<file path="config.mk">
export PLATFORM = sky130hd
export DESIGN_NAME = srl_latch_ctrl
export DESIGN_NICKNAME = d
export VERILOG_FILES = /design/src/design/srl_pkg.sv /design/src/design/srl_if.sv /design/src/design/srl_pulse_gen.sv /design/src/design/srl_latch_ctrl.sv
export SDC_FILE = /design/constraint.sdc
export NUM_CORES = 1
export LEC_CHECK = 0
export BUFFER_PORTS_ARGS = -buffer_cell sky130_fd_sc_hd__buf_2
export CELL_PAD_IN_SITES_DETAIL_PLACEMENT = 2
export CELL_PAD_IN_SITES_GLOBAL_PLACEMENT = 2
export CORE_MARGIN = 2
export CORE_UTILIZATION = 25
export DETAILED_ROUTE_END_ITERATION = 8
export MAX_ROUTING_LAYER = met4
export PLACE_DENSITY = 0.87
export REMOVE_ABC_BUFFERS = 1
export SETUP_SLACK_MARGIN = 0.05
export SLEW_MARGIN = 30
export SYNTH_ARGS = -nofsm -noshare
export SYNTH_HDL_FRONTEND = slang
export SYNTH_HIERARCHICAL = 1
export SYNTH_SLANG_ARGS = --single-unit
export TNS_END_PERCENT = 50
</file>
<file path="constraint.sdc">
create_clock -name SYS_CLK -period 1.75 [get_ports SYS_CLK]
set_input_delay 0.35 -clock SYS_CLK [delete_from_list [all_inputs] [get_ports SYS_CLK]]
set_output_delay 0.35 -clock SYS_CLK [all_outputs]
set_load 0.05 [all_outputs]
</file>
<file path="src/design/srl_pkg.sv">
// Purpose: Shared constants and types for the set/reset latch control block
// Assumes: Classic Wishbone register access, 8-bit registers in word slots
// Notes: Offsets are byte addresses of aligned 32-bit words
package srl_pkg;
  localparam logic [3:0] ADDR_CONTROL_MAIN = 4'h0;
  localparam logic [3:0] ADDR_SOURCE_ENABLES = 4'h4;
  localparam logic [3:0] ADDR_STATUS = 4'h8;
  // Control main fields
  localparam int LATCH_ENABLE_BIT = 7;
  localparam int PULSE_SEL_LSB = 4;
  localparam int TRUE_OE_BIT = 3;
  localparam int INV_OE_BIT = 2;
  localparam int SW_SET_BIT = 1;
  localparam int SW_RESET_BIT = 0;
  // Source enable fields
  localparam int PIN_SET_BIT = 7;
  localparam int CLK_SET_BIT = 6;
  localparam int CMP2_SET_BIT = 5;
  localparam int CMP1_SET_BIT = 4;
  localparam int PIN_RESET_BIT = 3;
  localparam int CLK_RESET_BIT = 2;
  localparam int CMP2_RESET_BIT = 1;
  localparam int CMP1_RESET_BIT = 0;
  localparam logic [7:0] CONTROL_MAIN_RESET = 8'h00;
  localparam logic [7:0] SOURCE_ENABLES_RESET = 8'h00;
  localparam logic [8:0] DIV_COUNT_RESET = 9'h000;
  localparam int DIV_WIDTH = 9;
endpackage : srl_pkg

</file>
<file path="src/design/srl_if.sv">
// Purpose: Carries pulse select and pulse between top and pulse generator
// Assumes: One clock domain
// Notes: Top drives select, generator drives pulse
`timescale 1ns/10ps
`default_nettype none
interface srl_if;
  logic [2:0] pulse_select;
  logic pulse;
  modport ctrl (output pulse_select, input pulse);
  modport gen (input pulse_select, output pulse);
endinterface : srl_if
`default_nettype wire

</file>
<file path="src/design/srl_pulse_gen.sv">
// Purpose: Periodic pulse generator, one clock wide every 4 to 512 cycles
// Assumes: SYS_CLK stands for the oscillator clock
// Notes: Free-running counter, selection taken from its low bits
`timescale 1ns/10ps
`default_nettype none
module srl_pulse_gen (
  input wire logic clk,
  input wire logic srst,
  srl_if.gen pg
);
  typedef struct packed {
    logic [srl_pkg::DIV_WIDTH-1:0] cnt;
    logic pulse;
  } srl_pg_state_t;
  srl_pg_state_t s_q, s_d;
  logic [srl_pkg::DIV_WIDTH-1:0] mask;

  always_comb begin
    // Divider 2^(code+2): pulse when the low code+2 bits wrap to zero
    mask = 9'(({1'b0, 9'h1FF} >> (3'd7 - pg.pulse_select)) & 10'h3FF);
    s_d = s_q;
    s_d.cnt = 9'(s_q.cnt + 9'h001);
    s_d.pulse = ((s_q.cnt & mask) == (mask & 9'h1FF)) && 1'b1;
  end

  always_ff @(posedge clk) begin
    if (srst) begin
      s_q.cnt <= srl_pkg::DIV_COUNT_RESET;
      s_q.pulse <= 1'b0;
    end else begin
      s_q <= s_d;
    end
  end

  assign pg.pulse = s_q.pulse;
endmodule : srl_pulse_gen
`default_nettype wire

</file>
<file path="src/design/srl_latch_ctrl.sv">
// Purpose: Reset-dominant set/reset latch with selectable sources and pin outputs
// Assumes: Comparator outputs and input pin are synchronous to SYS_CLK
// Notes: Latch state has no reset value; registers are classic Wishbone slave
//
// Implementation choices: the Wishbone interface to the registers and the placing of the registers.
`timescale 1ns/10ps
`default_nettype none
// Functional notes
// - Pulse every 4..512 cycles per select code
// - Latch enable bit gates the latch
// - True output drives pin when enabled
// - Inverted output drives pin when enabled
// - Writing one pulses set one cycle
// - Writing one pulses reset one cycle
// - Pulse bits self clear, read zero
// - Pin high sets latch when enabled
// - Periodic pulse sets latch when enabled
// - Comparator outputs set latch when enabled
// - Pin high resets latch when enabled
// - Periodic pulse resets latch when enabled
// - Comparator outputs reset latch when enabled
// - All control bits reset to zero
// - Active high inputs, reset dominates
// - Latch state not initialized by reset
module srl_latch_ctrl (
  input wire logic SYS_CLK,
  input wire logic SRST,
  input wire logic WB_CYC_I,
  input wire logic WB_STB_I,
  input wire logic WB_WE_I,
  input wire logic [3:0] WB_ADR_I,
  input wire logic [3:0] WB_SEL_I,
  input wire logic [31:0] WB_DAT_I,
  output logic [31:0] WB_DAT_O,
  output logic WB_ACK_O,
  input wire logic CMP_ONE_OUT,
  input wire logic CMP_TWO_OUT,
  input wire logic LATCH_INPUT_PIN,
  output logic TRUE_OUTPUT_PIN_O,
  output logic TRUE_OUTPUT_PIN_OE_N,
  output logic INVERTED_OUTPUT_PIN_O,
  output logic INVERTED_OUTPUT_PIN_OE_N
);
  typedef struct packed {
    logic [7:0] ctrl;
    logic [7:0] src;
    logic sw_set;
    logic sw_reset;
    logic ack;
    logic [31:0] rdata;
    logic q;
  } srl_state_t;

  srl_state_t s_q, s_d;
  srl_if pg_bus ();
  logic set_in, reset_in, acc, wr_lane0;

  srl_pulse_gen u_pulse_gen (
    .clk(SYS_CLK),
    .srst(SRST),
    .pg(pg_bus.gen)
  );

  ////////////////////////////////////////////////////////////////////////////
  // Latch input combining
  assign pg_bus.pulse_select = s_q.ctrl[srl_pkg::PULSE_SEL_LSB +: 3];
  always_comb begin
    // A pulse gen toggle on both sides is undefined; reset still wins here
    set_in = s_q.sw_set
      | (s_q.src[srl_pkg::PIN_SET_BIT] & LATCH_INPUT_PIN)
      | (s_q.src[srl_pkg::CLK_SET_BIT] & pg_bus.pulse)
      | (s_q.src[srl_pkg::CMP2_SET_BIT] & CMP_TWO_OUT)
      | (s_q.src[srl_pkg::CMP1_SET_BIT] & CMP_ONE_OUT);
    reset_in = s_q.sw_reset
      | (s_q.src[srl_pkg::PIN_RESET_BIT] & LATCH_INPUT_PIN)
      | (s_q.src[srl_pkg::CLK_RESET_BIT] & pg_bus.pulse)
      | (s_q.src[srl_pkg::CMP2_RESET_BIT] & CMP_TWO_OUT)
      | (s_q.src[srl_pkg::CMP1_RESET_BIT] & CMP_ONE_OUT);
  end

  ////////////////////////////////////////////////////////////////////////////
  // Next state
  assign acc = WB_CYC_I & WB_STB_I & ~s_q.ack;
  assign wr_lane0 = acc & WB_WE_I & WB_SEL_I[0];

  always_comb begin
    s_d = s_q;
    s_d.ack = acc;
    s_d.sw_set = 1'b0;
    s_d.sw_reset = 1'b0;
    // Latch runs only while enabled; holds its state otherwise
    if (s_q.ctrl[srl_pkg::LATCH_ENABLE_BIT]) begin
      if (reset_in) begin
        s_d.q = 1'b0;
      end else if (set_in) begin
        s_d.q = 1'b1;
      end
    end
    if (wr_lane0) begin
      unique case (WB_ADR_I)
        srl_pkg::ADDR_CONTROL_MAIN: begin
          s_d.ctrl = {WB_DAT_I[7:2], 2'b00};
          s_d.sw_set = WB_DAT_I[srl_pkg::SW_SET_BIT];
          s_d.sw_reset = WB_DAT_I[srl_pkg::SW_RESET_BIT];
        end
        srl_pkg::ADDR_SOURCE_ENABLES: begin
          s_d.src = WB_DAT_I[7:0];
        end
        default: begin
        end
      endcase
    end
    s_d.rdata = 32'h0000_0000;
    if (acc && !WB_WE_I) begin
      unique case (WB_ADR_I)
        srl_pkg::ADDR_CONTROL_MAIN: s_d.rdata = {24'h000000, s_q.ctrl};
        srl_pkg::ADDR_SOURCE_ENABLES: s_d.rdata = {24'h000000, s_q.src};
        srl_pkg::ADDR_STATUS: s_d.rdata = {31'h0000_0000, s_q.q};
        default: s_d.rdata = 32'h0000_0000;
      endcase
    end
  end

  ////////////////////////////////////////////////////////////////////////////
  // State register; latch bit deliberately left out of reset
  always_ff @(posedge SYS_CLK) begin
    if (SRST) begin
      s_q.ctrl <= srl_pkg::CONTROL_MAIN_RESET;
      s_q.src <= srl_pkg::SOURCE_ENABLES_RESET;
      s_q.sw_set <= 1'b0;
      s_q.sw_reset <= 1'b0;
      s_q.ack <= 1'b0;
      s_q.rdata <= 32'h0000_0000;
      s_q.q <= s_d.q;
    end else begin
      s_q <= s_d;
    end
  end

  ////////////////////////////////////////////////////////////////////////////
  // Outputs
  assign WB_ACK_O = s_q.ack;
  assign WB_DAT_O = s_q.rdata;
  assign TRUE_OUTPUT_PIN_O = s_q.q;
  assign INVERTED_OUTPUT_PIN_O = ~s_q.q;
  assign TRUE_OUTPUT_PIN_OE_N =
    ~(s_q.ctrl[srl_pkg::LATCH_ENABLE_BIT] & s_q.ctrl[srl_pkg::TRUE_OE_BIT]);
  assign INVERTED_OUTPUT_PIN_OE_N =
    ~(s_q.ctrl[srl_pkg::LATCH_ENABLE_BIT] & s_q.ctrl[srl_pkg::INV_OE_BIT]);
endmodule : srl_latch_ctrl
`default_nettype wire

</file>
==> impl_metrics.toml <==
[power]
finalPower_mw = 1.667
powerDensity_nw_per_um2 = 826.4
internal_power_mw = 1.192
switching_share_pct = 28.50
power_frac_seq_pct = 50.4
pwr-share-clk_pct = 36.3
switching_power_uw = 475.0
vdd_drop_max_uv = 298.1
p_leak_nw = 0.7555
comb_power_share_pct = 13.3

[grt]
overflow = 0
grt.busiest_layer = "met2"
grt_max_degree = 28
met3_usage_pct = 2.585
antenna_found_initial = 0
grt_pass1_vias = 1491
met2_usage_pct = 22.25
grt_use_met1_pct = 15.41
grt_usage_pct = 13.08
grt_first_pass_wirelength_mm = 7.638

[critical_path]
worst_setup_path_start_kind = "input port"
max_stage_delay_ps = 520
r2r-start = "u_pulse_gen/s_q[1]$_SDFF_PP0_"
slowest_stage = "or4b_1"
cp_max_fo = 14
ff2ff_path_depth = 4
path_delay_family = "simple AND/OR/NAND/NOR gates"
required_ps = 1910
rrSetupSlack_ps = 320
criticalPathCategory = "input port to register"
worst_ep_arrival_time_ps = 1610
critPathBufInv = 2
end_kind = "register"
crit_chain = "buf_2 > or4b_1 > buf_4 > o31ai_1 > a21oi_1"
timing.rr.end = "u_pulse_gen/s_q[9]$_SDFF_PP0_"

[route]
vias_per_cell = 4.619
dr_total_vias = 1492
drt_first_iter_violations = 55
wl_per_cell_um = 14.86
drt-total-wl_mm = 4.799
antenna_left = 0
dr.pass1.iters = 5
post-route-drc-count = 0

[cts]
cts_tree = "yes"
cts-root-buf = "clkbuf_8"
cts_buffers = 5
clkTransAtPathRegs_ps = 70
post_cts_buffers = 0
h-tree-depth = 2
insertion_delay_ps = 280
clkSinkCount = 36
clk_path_buf_depth = 2
cts_resized = 0
cts_hold_buf = 0

[yosys]
synth_top_cell_by_area = "dfxtp_1"
syn_inst = 201
ys.flop_type = "dfxtp_1"
syn_area_per_cell_um2 = 8.982
yosysMostFrequentCell = "dfxtp_1"
synth_area_leaders = "dfxtp_1 (39%), buf_4 (13%), o31ai_1 (5.8%)"
ys_top_cells_by_count = "dfxtp_1 (35), buf_4 (32), a21oi_1 (19)"
synth_area_um2 = 1805
synth-edff-count = 1
synthArstFlopShare_pct = 0
ys_seq_area_share_pct = 40.47
yosys.area.top_type_share_pct = 38.81
synthDistinctLibCells = 43
ys_seq_elements = 36
ys.warnings.count = 6

[sta]
skew_ps = 6.829
finalMaxSlewViolations = 0
rsz0062_at_grt = "no"
finalCritPeriodShare_pct = 82.91
max_freq_ghz = 0.6892
finalHoldWorstSlack_ps = 329.8
finalCriticalPeriod_ps = 1451
setup_viol = 0
hold_violations = 0

[layout]
design_area_um2 = 2017
register_area_um2 = 730.7
drive_gt1_share_pct = 22.03
multi_input_area_um2 = 847.1
fill_cells = 818
nets = 275
syn2layout_area_growth_pct = 11.71
antenna_cells = 0

[placed_design]
gpl.final_weighted_congestion = 0.7352
dpl-instance-area_um2 = 1927
hpwl_mm = 3.600
io_buffers = 33

[worst_hold_path]
min-delay-start = "WB_DAT_I[1]"
hold_end = "s_q[37]$_SDFFE_PP0P_"
hp-class = "input port to register"
worstHoldPathCells = 3

[floorplanning]
initial_core_util_pct = 26.14
coreArea_um2 = 6907
num_rows = 30
fp.dieW_um = 88.98
die_height_um = 88.98
dieArea_um2 = 7917
ios = 85

[job]
max_cap_violations = 0

[run_status]
status = "finished clean"
[cells in the final DEF (no fill, tap or decap), types with 2 or more instances in the layout]
cell type | synthesis | routed
nor2b_1 | 4 | 4
and2_1 | 2 | 2
o31ai_1 | 14 | 14
nand2b_1 | 2 | 2
xnor2_1 | 2 | 2
a21oi_1 | 19 | 19
nor3b_1 | 2 | 2
conb_1 | 1 | 24
o21ai_0 | 3 | 3
buf_4 | 32 | 6
dfxtp_1 | 35 | 35
nand4_1 | 14 | 14
nand2_1 | 5 | 5
or3_1 | 3 | 3
a222oi_1 | 2 | 2
nand3_1 | 4 | 4
a31oi_1 | 2 | 2
nor2_1 | 11 | 11
clkbuf_1 | 9 | 2
nor3_1 | 2 | 2
clkbuf_8 | 0 | 6
mux2i_1 | 6 | 6
inv_1 | 4 | 4
nand3b_1 | 2 | 2
buf_2 | 2 | 33
[registers in the layout, summed over array words and instances, names as in the netlist]
signal,cells
TRUE_OUTPUT_PIN_O,1
WB_ACK_O,1
WB_DAT_O,8
pg_bus.pulse_select,3
s_q,13
u_pulse_gen/pg.pulse,1
u_pulse_gen/s_q,9
[worst max-delay path by stage]
stage / start / to / slack [ps] / cells after the start
CTS: WB_ACK_O$_SDFF_PP0_ / s_q[46]$_SDFFE_PP0P_ / 290 / 4
global placement: WB_ADR_I[1] / s_q[37]$_SDFFE_PP0P_ / 110 / 5
detailed placement: WB_ADR_I[1] / s_q[46]$_SDFFE_PP0P_ / -3 / 5
global route: u_pulse_gen/s_q[1]$_SDFF_PP0_ / u_pulse_gen/s_q[9]$_SDFF_PP0_ / 210 / 4
finish: WB_ADR_I[1] / s_q[46]$_SDFFE_PP0P_ / 300 / 5
floorplan: WB_ADR_I[1] / s_q[34]$_SDFF_PP0_ / 190 / 3
[metal layers]
layer	vias up	wire, um
li1	713	-
met1	729	1981
met2	42	2466
met3	8	281
met4	0	70
met5	-	0
[power by group through the flow]
stage	clock network [mW]	logic (mW)	registers (mW)
5_1_grt	0.659	0.237	0.841
4_1_cts	0.623	0.222	0.840
2_1_floorplan	0	0.146	0.860
6_report	0.605	0.222	0.840
3_3_place_gp	0	0.217	0.858
3_5_place_dp	0	0.221	0.859
[through the flow]
stage / setup WS, ps / util (%) / TNS, ps / instances
after floorplan: 188.9 / - / 0 / 180
after global placement: 111.1 / 27.90 / 0 / 315
after detailed placement: -3.027 / 27.90 / -3.027 / 315
after CTS: 289.4 / 29.20 / 0 / 323
after global routing: 214.8 / 29.20 / 0 / 323
final: 299.1 / 29.20 / 0 / 323
[cell type report]
cell class,instances,area share [%]
multi-input combinational,139,42.00
clock buffer,8,4.467
inverter,5,0.9305
tap,96,5.955
timing repair buffer,39,10.42
sequential,36,36.23
[cell families (layout without fill, tap and decap cells)]
logic type	after synthesis	after routing	share of synthesized area [%]
buffers and inverters	49	52	17.39
AOI/OAI and AO/OA	44	44	15.45
xor gates and xnor gates	3	3	1.456
DFF	36	36	40.47
adders and majority gates	1	1	0.6929
other	1	24	0.2077
muxes	7	7	3.950
and+or+nand+nor	60	60	20.37
[tightest hold or removal path, cell delays in order]
cell and delay, ps:
buf_2 100, nand4_1 60, a21oi_1 60
(Power assumes the default switching activity.)
